<file path="config.mk">
export PLATFORM = sky130hd
export DESIGN_NAME = hpc_homing_ctrl
export DESIGN_NICKNAME = d
export VERILOG_FILES = /design/src/rtl/hpc_pkg.sv /design/src/rtl/hpc_ms_timer.sv /design/src/rtl/hpc_start_gate.sv /design/src/rtl/hpc_homing_ctrl.sv
export SDC_FILE = /design/constraint.sdc
export NUM_CORES = 1
export LEC_CHECK = 0
export ABC_AREA = 1
export BUFFER_PORTS_ARGS = -buffer_cell sky130_fd_sc_hd__buf_2
export CORE_AREA = 3 3 142 144
export DETAILED_ROUTE_END_ITERATION = 7
export DIE_AREA = 0 0 145 147
export GPL_TIMING_DRIVEN = 1
export PLACE_DENSITY = 0.74
export SLEW_MARGIN = 5
export SYNTH_ARGS = -nofsm -noshare
export SYNTH_HDL_FRONTEND = slang
export SYNTH_SLANG_ARGS = --single-unit
</file>
<file path="constraint.sdc">
create_clock -name core_clk -period 4.4 [get_ports core_clk]
set_clock_uncertainty 0.1 [all_clocks]
set_input_delay 0.66 -clock core_clk [delete_from_list [all_inputs] [get_ports core_clk]]
set_output_delay 0.66 -clock core_clk [all_outputs]
set_load 0.01 [all_outputs]
</file>
<file path="src/rtl/hpc_pkg.sv">
// package of constants and carriers for the homing parameter control block
//
// Overview of operation
// - count homing: first zero after travel distance
// - retry stops for dwell at each reversal
// - retry only for dog, count, cradle
// - shift from zero point, sign gives direction
// - nonzero shift uses homing or creep speed
// - shift only for dog, count, cradle, limit
// - creep torque limit only for stopper types
// - setting zero lets programs start always
// - setting one refuses start, minor error 121
// - home-return-only program always may start
// - jog and handwheel moves always accepted
// - flag set at power-up, reset, amp power unless absolute system
// - no blocking in test mode, real mode only
// - travel monitor invalid outside signed 32 bits
// - amp option one lifts zero-phase restriction
package hpc_pkg;
    localparam int CLK_HZ            = 25_000_000;
    localparam int DWELL_UNIT_US     = 1000;
    localparam int CYC_PER_MS        = (CLK_HZ / 1_000_000) * DWELL_UNIT_US;
    localparam int DWELL_MAX_MS      = 5000;
    localparam logic [7:0] MINOR_ERR_HOMING = 8'h79;
    localparam logic [9:0] TORQUE_RESET     = 10'h12c;
    localparam logic [9:0] TORQUE_FULL      = 10'h3e8;

    // homing method codes
    localparam logic [3:0] M_DOG1 = 4'h0;
    localparam logic [3:0] M_CNT1 = 4'h1;
    localparam logic [3:0] M_DS1  = 4'h2;
    localparam logic [3:0] M_DS2  = 4'h3;
    localparam logic [3:0] M_DOG2 = 4'h4;
    localparam logic [3:0] M_CNT2 = 4'h5;
    localparam logic [3:0] M_CNT3 = 4'h6;
    localparam logic [3:0] M_CRAD = 4'h7;
    localparam logic [3:0] M_STP1 = 4'h8;
    localparam logic [3:0] M_STP2 = 4'h9;
    localparam logic [3:0] M_LIM  = 4'ha;

    typedef enum logic [1:0] {SPD_STOP, SPD_HOMING, SPD_CREEP} hpc_speed_e;

    // homing setup, held stable while a homing run is active
    typedef struct packed {
        logic        dirUp;
        logic [3:0]  method;
        logic [31:0] travelAfterDog;
        logic        retryEn;
        logic [12:0] dwellMs;
        logic [31:0] shiftAmt;
        logic        shiftAtCreep;
        logic [9:0]  creepTorque;
        logic        blockIncomplete;
    } hpc_cfg_s;

    // motion command toward the axis
    typedef struct packed {
        hpc_speed_e  speed;
        logic        dirUp;
        logic [9:0]  torqueLimit;
    } hpc_move_s;

    // program start request
    typedef struct packed {
        logic        req;
        logic        homeOnly;
        logic        jogOrHandwheel;
        logic        virtualAxis;
        logic        realMode;
    } hpc_start_s;

    // method class decode, used by several places
    function automatic logic isCount(input logic [3:0] m);
        return (m == M_CNT1) || (m == M_CNT2) || (m == M_CNT3);
    endfunction
    function automatic logic isDog(input logic [3:0] m);
        return (m == M_DOG1) || (m == M_DOG2);
    endfunction
    function automatic logic isStopper(input logic [3:0] m);
        return (m == M_STP1) || (m == M_STP2);
    endfunction
endpackage

</file>
<file path="src/rtl/hpc_ms_timer.sv">
// dwell timer counting whole milliseconds
`timescale 1ns/1ps
module hpc_ms_timer
    import hpc_pkg::*;
#(
    parameter int CYC_MS = CYC_PER_MS
) (
    // clock and reset
    input  wire logic        core_clk,
    input  wire logic        reset,
    // control
    input  wire logic        start,
    input  wire logic [12:0] ms,
    // status
    output logic             busy
);
    // refuse tick counts that the 16-bit divider cannot hold
    if (CYC_MS < 1 || CYC_MS > 65536) begin : g_bad_cyc
        $error("CYC_MS must lie between 1 and 65536");
    end

    logic [15:0] tickCnt_ff;
    logic [12:0] msLeft_ff;

    // millisecond tick divider and remaining count
    always_ff @(posedge core_clk or posedge reset) begin
        if (reset) begin
            tickCnt_ff <= 16'h0000;
            msLeft_ff  <= 13'h0000;
        end else if (start) begin
            tickCnt_ff <= 16'h0000;
            msLeft_ff  <= ms;
        end else if (msLeft_ff != 13'h0000) begin
            if (tickCnt_ff == 16'(CYC_MS - 1)) begin
                tickCnt_ff <= 16'h0000;
                msLeft_ff  <= msLeft_ff - 13'h0001;
            end else begin
                tickCnt_ff <= tickCnt_ff + 16'h0001;
            end
        end
    end

    assign busy = start || (msLeft_ff != 13'h0000);
endmodule // hpc_ms_timer

</file>
<file path="src/rtl/hpc_start_gate.sv">
// program start gating against pending homing
`timescale 1ns/1ps
module hpc_start_gate
    import hpc_pkg::*;
(
    // request and state
    input  wire hpc_start_s  startReq,
    input  wire logic        blockIncomplete,
    input  wire logic        homingRequired,
    // verdict
    output logic             accept,
    output logic             refuse
);
    logic blocked;

    // refuse only plain programs on a real axis with homing pending
    always_comb begin
        blocked = blockIncomplete && homingRequired
                  && !startReq.homeOnly
                  && !startReq.jogOrHandwheel
                  && startReq.realMode && !startReq.virtualAxis;
        accept  = startReq.req && !blocked;
        refuse  = startReq.req && blocked;
    end
endmodule // hpc_start_gate

</file>
<file path="src/rtl/hpc_homing_ctrl.sv">
// per-axis home return sequencer with shift, retry and start gating
`timescale 1ns/1ps
module hpc_homing_ctrl
    import hpc_pkg::*;
#(
    parameter int CYC_MS = CYC_PER_MS
) (
    // clock and reset
    input  wire logic        core_clk,
    input  wire logic        reset,
    // configuration
    input  wire hpc_cfg_s    cfg,
    input  wire logic        absSystem,
    input  wire logic        noZeroPassOpt,
    // commands
    input  wire logic        homeStart,
    input  wire hpc_start_s  startReq,
    input  wire logic        ampPowerUp,
    // axis feedback
    input  wire logic        dogIn,
    input  wire logic        zeroPulse,
    input  wire logic        limitIn,
    input  wire logic        stopperHit,
    input  wire logic        moveDone,
    input  wire logic [31:0] travelPulses,
    // outputs
    output hpc_move_s        moveCmd,
    output logic [31:0]      shiftTarget,
    output logic             shiftActive,
    output logic             homingRequired,
    output logic             homeDone,
    output logic             startAccept,
    output logic             startRefused,
    output logic [7:0]       minorError,
    output logic [31:0]      dogTravelMon,
    output logic             dogTravelValid
);
    typedef enum logic [3:0] {
        ST_IDLE, ST_SEEK, ST_DWELL, ST_REVERSE, ST_CREEP,
        ST_COUNT, ST_ZERO, ST_SHIFT, ST_DONE
    } hpc_state_e;

    hpc_state_e  state_ff;
    hpc_move_s   moveCmd_ff;
    logic [31:0] shiftTarget_ff;
    logic        shiftActive_ff;
    logic        homingRequired_ff;
    logic        homeDone_ff;
    logic        startAccept_ff;
    logic        startRefused_ff;
    logic [7:0]  minorError_ff;
    logic [31:0] dogTravelMon_ff;
    logic        dogTravelValid_ff;
    logic        zeroSeen_ff;
    logic        dirUp_ff;
    logic        dogSeen_ff;
    logic        secondDwell_ff;
    logic        dwellStart;
    logic        dwellBusy;
    logic        gateAccept;
    logic        gateRefuse;
    logic        retryOk;
    logic        shiftOk;
    logic        needZeroPass;
    logic [32:0] monSum;

    // the dwell divider holds at most 16 bits of cycles per millisecond
    if (CYC_MS < 1 || CYC_MS > 65536) begin : g_bad_cyc_ms
        $error("CYC_MS must lie between 1 and 65536");
    end

    assign retryOk = cfg.retryEn
                     && (isDog(cfg.method) || isCount(cfg.method)
                         || (cfg.method == M_CRAD));
    assign shiftOk = (cfg.shiftAmt != 32'h0000_0000)
                     && (isDog(cfg.method) || isCount(cfg.method)
                         || (cfg.method == M_CRAD) || (cfg.method == M_LIM));
    assign needZeroPass = !noZeroPassOpt && !zeroSeen_ff;
    // dwell at the limit, and again once the dog has been passed backing off
    assign dwellStart = ((state_ff == ST_SEEK) && limitIn && retryOk)
                        || ((state_ff == ST_REVERSE) && dogSeen_ff && !dogIn);
    assign monSum = {travelPulses[31], travelPulses} + {cfg.shiftAmt[31], cfg.shiftAmt};

    hpc_ms_timer #(
        .CYC_MS (CYC_MS)
    ) u_dwell (
        .core_clk (core_clk),
        .reset    (reset),
        .start    (dwellStart),
        .ms       (cfg.dwellMs),
        .busy     (dwellBusy)
    );

    hpc_start_gate u_gate (
        .startReq        (startReq),
        .blockIncomplete (cfg.blockIncomplete),
        .homingRequired  (homingRequired_ff),
        .accept          (gateAccept),
        .refuse          (gateRefuse)
    );

    // zero phase passed since reset
    always_ff @(posedge core_clk or posedge reset) begin
        if (reset) begin
            zeroSeen_ff <= 1'b0;
        end else if (zeroPulse) begin
            zeroSeen_ff <= 1'b1;
        end
    end

    // dog passed while backing off the limit
    always_ff @(posedge core_clk or posedge reset) begin
        if (reset) begin
            dogSeen_ff <= 1'b0;
        end else if (state_ff != ST_REVERSE) begin
            dogSeen_ff <= 1'b0;
        end else if (dogIn) begin
            dogSeen_ff <= 1'b1;
        end
    end

    // homing sequence
    always_ff @(posedge core_clk or posedge reset) begin
        if (reset) begin
            state_ff       <= ST_IDLE;
            dirUp_ff       <= 1'b0;
            secondDwell_ff <= 1'b0;
        end else begin
            unique case (state_ff)
                ST_IDLE: begin
                    if (homeStart) begin
                        dirUp_ff       <= cfg.dirUp;
                        secondDwell_ff <= 1'b0;
                        if (cfg.method == M_DS1 || cfg.method == M_DS2) begin
                            state_ff <= needZeroPass ? ST_IDLE : ST_DONE;
                        end else begin
                            state_ff <= ST_SEEK;
                        end
                    end
                end
                ST_SEEK: begin
                    if (dwellStart) begin
                        state_ff <= ST_DWELL;
                    end else if (isStopper(cfg.method) && stopperHit) begin
                        state_ff <= ST_DONE;
                    end else if (dogIn || (cfg.method == M_LIM && limitIn)) begin
                        state_ff <= isCount(cfg.method) ? ST_COUNT : ST_CREEP;
                    end
                end
                ST_DWELL: begin
                    if (!dwellBusy) begin
                        dirUp_ff       <= !dirUp_ff;
                        secondDwell_ff <= !secondDwell_ff;
                        state_ff       <= secondDwell_ff ? ST_SEEK : ST_REVERSE;
                    end
                end
                ST_REVERSE: begin
                    if (dwellStart) begin
                        state_ff <= ST_DWELL;
                    end
                end
                ST_CREEP: begin
                    if (isStopper(cfg.method) ? stopperHit : !dogIn) begin
                        state_ff <= isStopper(cfg.method) ? ST_DONE : ST_ZERO;
                    end
                end
                ST_COUNT: begin
                    if (travelPulses >= cfg.travelAfterDog) begin
                        state_ff <= ST_ZERO;
                    end
                end
                ST_ZERO: begin
                    if (zeroPulse && !needZeroPass) begin
                        state_ff <= shiftOk ? ST_SHIFT : ST_DONE;
                    end
                end
                ST_SHIFT: begin
                    if (moveDone) begin
                        state_ff <= ST_DONE;
                    end
                end
                ST_DONE: begin
                    state_ff <= ST_IDLE;
                end
                default: begin
                    state_ff <= ST_IDLE;
                end
            endcase
        end
    end

    // motion command toward the amplifier
    always_ff @(posedge core_clk or posedge reset) begin
        if (reset) begin
            moveCmd_ff <= '{speed: SPD_STOP, dirUp: 1'b0, torqueLimit: TORQUE_FULL};
        end else begin
            moveCmd_ff.dirUp       <= dirUp_ff;
            moveCmd_ff.torqueLimit <= TORQUE_FULL;
            unique case (state_ff)
                ST_SEEK, ST_REVERSE, ST_COUNT: moveCmd_ff.speed <= SPD_HOMING;
                ST_CREEP, ST_ZERO: begin
                    moveCmd_ff.speed <= SPD_CREEP;
                    if (isStopper(cfg.method)) begin
                        moveCmd_ff.torqueLimit <= cfg.creepTorque;
                    end
                end
                ST_SHIFT: begin
                    moveCmd_ff.speed <= cfg.shiftAtCreep ? SPD_CREEP : SPD_HOMING;
                    moveCmd_ff.dirUp <= !cfg.shiftAmt[31];
                end
                default: moveCmd_ff.speed <= SPD_STOP;
            endcase
        end
    end

    // shift target and post-dog travel monitor
    always_ff @(posedge core_clk or posedge reset) begin
        if (reset) begin
            shiftTarget_ff    <= 32'h0000_0000;
            shiftActive_ff    <= 1'b0;
            dogTravelMon_ff   <= 32'h0000_0000;
            dogTravelValid_ff <= 1'b0;
        end else begin
            shiftActive_ff <= (state_ff == ST_SHIFT);
            if (state_ff == ST_ZERO && zeroPulse && shiftOk) begin
                shiftTarget_ff    <= cfg.shiftAmt;
                dogTravelMon_ff   <= monSum[31:0];
                dogTravelValid_ff <= (monSum[32] == monSum[31]);
            end else if (state_ff == ST_ZERO && zeroPulse) begin
                dogTravelMon_ff   <= travelPulses;
                dogTravelValid_ff <= 1'b1;
            end
        end
    end

    // homing-required flag, power-up set wins over completion
    always_ff @(posedge core_clk or posedge reset) begin
        if (reset) begin
            homingRequired_ff <= 1'b1;
            homeDone_ff       <= 1'b0;
        end else begin
            homeDone_ff <= (state_ff == ST_DONE);
            if (ampPowerUp && !absSystem) begin
                homingRequired_ff <= 1'b1;
            end else if (state_ff == ST_DONE) begin
                homingRequired_ff <= 1'b0;
            end
        end
    end

    // start verdict and minor error
    always_ff @(posedge core_clk or posedge reset) begin
        if (reset) begin
            startAccept_ff  <= 1'b0;
            startRefused_ff <= 1'b0;
            minorError_ff   <= 8'h00;
        end else begin
            startAccept_ff  <= gateAccept;
            startRefused_ff <= gateRefuse;
            if (gateRefuse) begin
                minorError_ff <= MINOR_ERR_HOMING;
            end else if (gateAccept) begin
                minorError_ff <= 8'h00;
            end
        end
    end

    assign moveCmd        = moveCmd_ff;
    assign shiftTarget    = shiftTarget_ff;
    assign shiftActive    = shiftActive_ff;
    assign homingRequired = homingRequired_ff;
    assign homeDone       = homeDone_ff;
    assign startAccept    = startAccept_ff;
    assign startRefused   = startRefused_ff;
    assign minorError     = minorError_ff;
    assign dogTravelMon   = dogTravelMon_ff;
    assign dogTravelValid = dogTravelValid_ff;
endmodule // hpc_homing_ctrl

</file>
Word-level counts from Yosys, hierarchy flattened --
Cells that the tools add are included.
Cells by class: add/sub/neg operators 3, multipliers 0, divide/modulo/power cells 0, magnitude comparators 1, equality and inequality tests 29, shift-type cells 0, muxes and demuxes 45, bitwise logic cells 0, reduce and logical (&&, ||, !) cells 59
Operators with widths (number):
- $mux W32 | 2
- $mux W4 | 14
- $mux W16 | 3
- $mux W13 | 3
- $add A32 B32 Y33 | 1
- $eq A4 B3 Y1 const B | 8
- $ge A32 B32 Y1 | 1
- $pmux W4 S8 | 1
- $reduce_bool A32 Y1 | 1
- $logic_and A1 B1 Y1 | 20
- $mux W10 | 2
- $add A16 B1 Y16 const B | 1
- $eq A16 B15 Y1 const B | 1
- $eq A4 B2 Y1 const B | 4
- $eq A4 B4 Y1 const B | 4
- $mux W8 | 2
- $reduce_bool A2 Y1 | 7
- $mux W1 | 13
- $reduce_bool A13 Y1 | 1
- $sub A13 B1 Y13 const B | 1
- $logic_not A1 Y1 | 12
- $ne A2 B2 Y1 const B | 6
- $logic_or A1 B1 Y1 | 11
- $eq A4 B1 Y1 const B | 2
- 13 further kinds | 16
Storage, ports and cells: flip-flop bits (word level) 128, bits in latches 0, bits in writable memories 0, bits in read-only memories 0, bits of input ports 143, output and inout bits 91, logic and storage cells 156, memories kept 0

Longest topological paths before layout --
depth after elaboration 11, depth in mapped cells 16

Modules after synthesis --
From an unflattened synthesis, not the netlist that was laid out.
Second synthesis, totals: cells, all modules 1475, area total of the unflattened synthesis 9492.9 um^2
Modules (own cells, without submodules):
- hpc_homing_ctrl | instances 1, cells an instance 1162, area an instance 7429.6 um^2
- hpc_ms_timer | instances 1, cells an instance 303, area an instance 2011.9 um^2
- hpc_start_gate | instances 1, cells an instance 10, area an instance 51.3 um^2

Worst setup path before layout --
OpenSTA, ideal clock, no wires.
path type input -> register, start input port cfg[12] (netlist name), end register dogTravelMon_ff[24], in the netlist dogTravelMon[24], setup time 116 ps, arrival 2085 ps, data required time 4184 ps, slack 2099 ps, stages on the path 15, buffers on the path 0, cell sequence ha_1 > inv_1 > fa_1 > inv_1 > nand2_1 > nand2_1 > nand3_1 > nand2_1 > nand2_1 > nand2_1 > nand2_1 > nand3_1 > nand3_1 > nand2_1 > nand2_1
On the way: cells in the longest elaborated chain, start to end 4, elaborated cells on any way between the ends 6
RTL lines:
- start: declaration | line hpc_homing_ctrl.sv:12 | input wire hpc_cfg_s cfg,
- parallel branches: the longest is 4 deep, another holds $add A32 B32 Y33
- end signal: assignment | line hpc_homing_ctrl.sv:227 | dogTravelMon_ff <= monSum[31:0];
- end signal: assignment | line hpc_homing_ctrl.sv:230 | dogTravelMon_ff <= travelPulses;
- end: declaration | line hpc_homing_ctrl.sv:52 | logic [31:0] dogTravelMon_ff;
Parallel ways; which one is timed is not known. A chain may end at the register's enable or synchronous reset.

Worst setup path in the final report --
start input port cfg[43] (netlist name), end register dogTravelMon_ff[18], in the netlist dogTravelMon[18]
On the way: cells in the longest elaborated chain, start to end 4, elaborated cells on any way between the ends 5
RTL lines:
- $reduce_bool A32 Y1 (*) | line hpc_homing_ctrl.sv:75 | assign shiftOk = (cfg.shiftAmt != 32'h0000_0000)
- $logic_and A1 B1 Y1 (*) | line hpc_homing_ctrl.sv:76 | && (isDog(cfg.method) || isCount(cfg.method)
- $logic_and A1 B1 Y1 (*) | line hpc_homing_ctrl.sv:225 | if (state_ff == ST_ZERO && zeroPulse && shiftOk) begin
- $mux W32 or $reduce_bool A2 Y1 (tied branches)
Every way passes the cells marked *; elsewhere a longest branch is shown, timed or not.

==> results.ini <==
[power_and_ir_drop]
clkPwrFrac = 0.273
ir_drop_uv = 280.2
power_density_nw_per_um2 = 464.7
internal_power_mw = 3.138
pwr-share-seq = 0.350
power_leakage_nw = 6.515
power_switching_mw = 2.075
switching_share = 0.3980
p_comb_frac = 0.377

[worst_setup_path]
crit_top_cell = nand2_1
path_cells = buf_2, nor2_1, nand4_1, nor2_1, nand2_1, nand2_2, inv_1, nor2_2, nand2_1, nand2_1, inv_1, nand2_1
cp-start-kind = input port
reg2reg_slack_ps = 1750
r2r-start = state_ff[2]
critPathMaxFanout = 20
r2r_end = u_dwell.msLeft_ff[10]
crit_buf_inv = 3
crit_path_max_incr_delay_ps = 650
worstSetupPathType = input port to register
crit_path_top_delay_cell = nor2_2
crit_required_ps = 4660
crit_arrival_ps = 3070
cp-end-kind = register
r2r.worst_path.cells = 11
crit_family = simple AND/OR/NAND/NOR gates

[synth]
synth_edf_count = 0
ys_seq_area_frac = 0.3258
yosysTopAreaCell = dfrtp_1
synthTopCellsByArea = dfrtp_1 (31%), nand2_1 (21%), ha_1 (8.9%), inv_1 (8.7%), nor2_1 (5.5%)
ys_ff_latch = 121
yosys_warnings = 0
yosysMostFrequentCell = nand2_1
synthCells = 1417
syn-mean-instance-area_sq_um = 6.577
ys.flop_type = dfrtp_1
yosys-top-cells-count = nand2_1 (522), inv_1 (215), nor2_1 (137)
ys_types = 47
yosysTopAreaCellShare = 0.3061
ys_async_sr_fraction = 1.000
synth_area_sq_um = 9320

[global_routing]
grt_max_degree = 71
antenna_found_initial = 0
grt_pass1_wl_um = 45600
grt_usage = 0.2619
overflow = 0
grt_pass1_vias = 9246

[clocking]
ctsResizeCount = 0
htree_levels = 4
clk_pin_slew_ps = 60
cts_setup_buffers = 0
tritoncts = built
clk_latency_ps = 430
cts.path.max_buffers = 2
clockRootBuffer = clkbuf_16
cts.sinks = 121
postCtsHoldBufs = 0
cts_buffers = 17

[floorplan]
start_util = 0.4950
die_area_sq_um = 21320
die_w_um = 145
core_region_area_sq_um = 18830
ios = 234
rows = 50
die_h_um = 147

[hold_path]
hold_class = input port to register
holdPathEnd = homingRequired
hp-start = absSystem
hold_depth = 2

[placed_design]
gp_congestion = 0.9056
dp_cells = 1881
dpl.hpwl_um = 22160
portBuffers = 230

[routing]
routed_wl_um = 27980
first_pass_iters = 5
drt-met1-wl_um = 11950
drc_errors = 0
routedWlPerCell_um = 14.62
wl_met3_um = 1550
via_per_inst = 5.008
met2_length_um = 13790
drtIter0Drc = 574
top_layer = met4
postRouteAntennaNets = 0
vias = 9581

[timing]
setup_viol = 0
post-route-min-period_ps = 2808
hold_viol_final = 0
relSlewSlack = 0.4365
max_freq_ghz = 0.3561
slew_viol_final = 0
rsz0062_at_grt = no
hold_ws_ps = 297.6
fin_tns_setup_ps = 0
worst_slew_pin_slew_ps = 840.7
fin_crit_sh = 0.6383

[finish]
syn_to_final_growth_pct = 20.35
instances_no_fill = 1913
layout-drive-gt1-share = 0.1906
antennaDiodeCount = 0
layout.nets = 1850
post-route-util = 0.5957
n_fill_cell = 1839

[flow_run]
cap_violations = 0

[status]
status = completed

-- cell usage in the layout (no fill, tap or decap), types with 7 or more instances in the layout --
cell type	Yosys	final
dfstp_2	7	7
nand3_1	71	71
o21ai_1	10	10
nor2_1	137	137
nor3_1	20	20
inv_1	215	214
ha_1	66	66
clkbuf_16	0	17
nand4_1	20	20
a21oi_1	49	49
xor2_1	17	17
xnor2_1	8	8
nand2_1	522	522
dfrtp_1	114	114
nor4_1	10	10
nand2_2	8	8
o21ai_0	45	45
buf_2	12	230
or2_2	11	11
-- registers in the layout, summed over array words and instances (netlist names) --
name and cells:
moveCmd 13, startAccept 1, dogSeen_ff 1, startRefused 1
dogTravelValid 1, shiftTarget 32, u_dwell.tickCnt_ff 16, shiftActive 1
secondDwell_ff 1, dogTravelMon 32, minorError 1, homingRequired 1
dirUp_ff 1, homeDone 1, u_dwell.msLeft_ff 13, zeroSeen_ff 1
state_ff 4
-- layer usage --
layer  up-vias  global-route usage
met5         -                   0
li1       4877                   -
met4         0             0.07981
met3        45             0.04750
met1      4331              0.3258
met2       328              0.4655
-- worst max path at each step --
stage,startpoint,to,depth (start not counted)
3_3_place_gp,cfg[43],dogTravelMon[22],12
6_report,cfg[43],dogTravelMon[18],12
3_5_place_dp,cfg[43],dogTravelMon[20],12
5_1_grt,cfg[43],dogTravelMon[18],12
2_1_floorplan,reset,dirUp_ff,1
4_1_cts,cfg[43],dogTravelMon[20],12
-- power groups by stage --
stage	registers (mW)	logic, mW	clock network (mW)
2_1_floorplan	1.91	1.16	0
3_3_place_gp	1.83	1.92	0
3_5_place_dp	1.83	1.97	0
4_1_cts	1.82	1.98	1.43
5_1_grt	1.87	2.23	1.49
6_report	1.82	1.97	1.42
-- kinds of logic after synthesis --
kind of cell	synth area share
xor+xnor	0.02349
mux	0.001208
other cells	0.0004024
fa+ha+maj	0.09075
flops	0.3258
compound gates	0.07491
buf+inv	0.1114
simple gates	0.3720
-- final cells by class --
type	instances	area (sq um)	area share
sequential	121	3037	0.2707
timing repair buffer	234	1181	0.1053
clock buffer	21	450.4	0.04016
inverter	221	834.6	0.07440
clock inverter	11	136.4	0.01216
tap	260	325.3	0.02900
multi-input combinational	1045	5253	0.4683
-- through the flow --
stage	setup WS (ps)	cell area [sq um]	total power, mW
after floorplan	437.4	9328	3.073
after global placement	1286	10630	3.750
after detailed placement	1202	10630	3.795
after CTS	1635	11220	5.231
after global routing	1410	11220	5.596
final	1592	11220	5.213
Note: power is estimated with default switching activity, not from simulation.
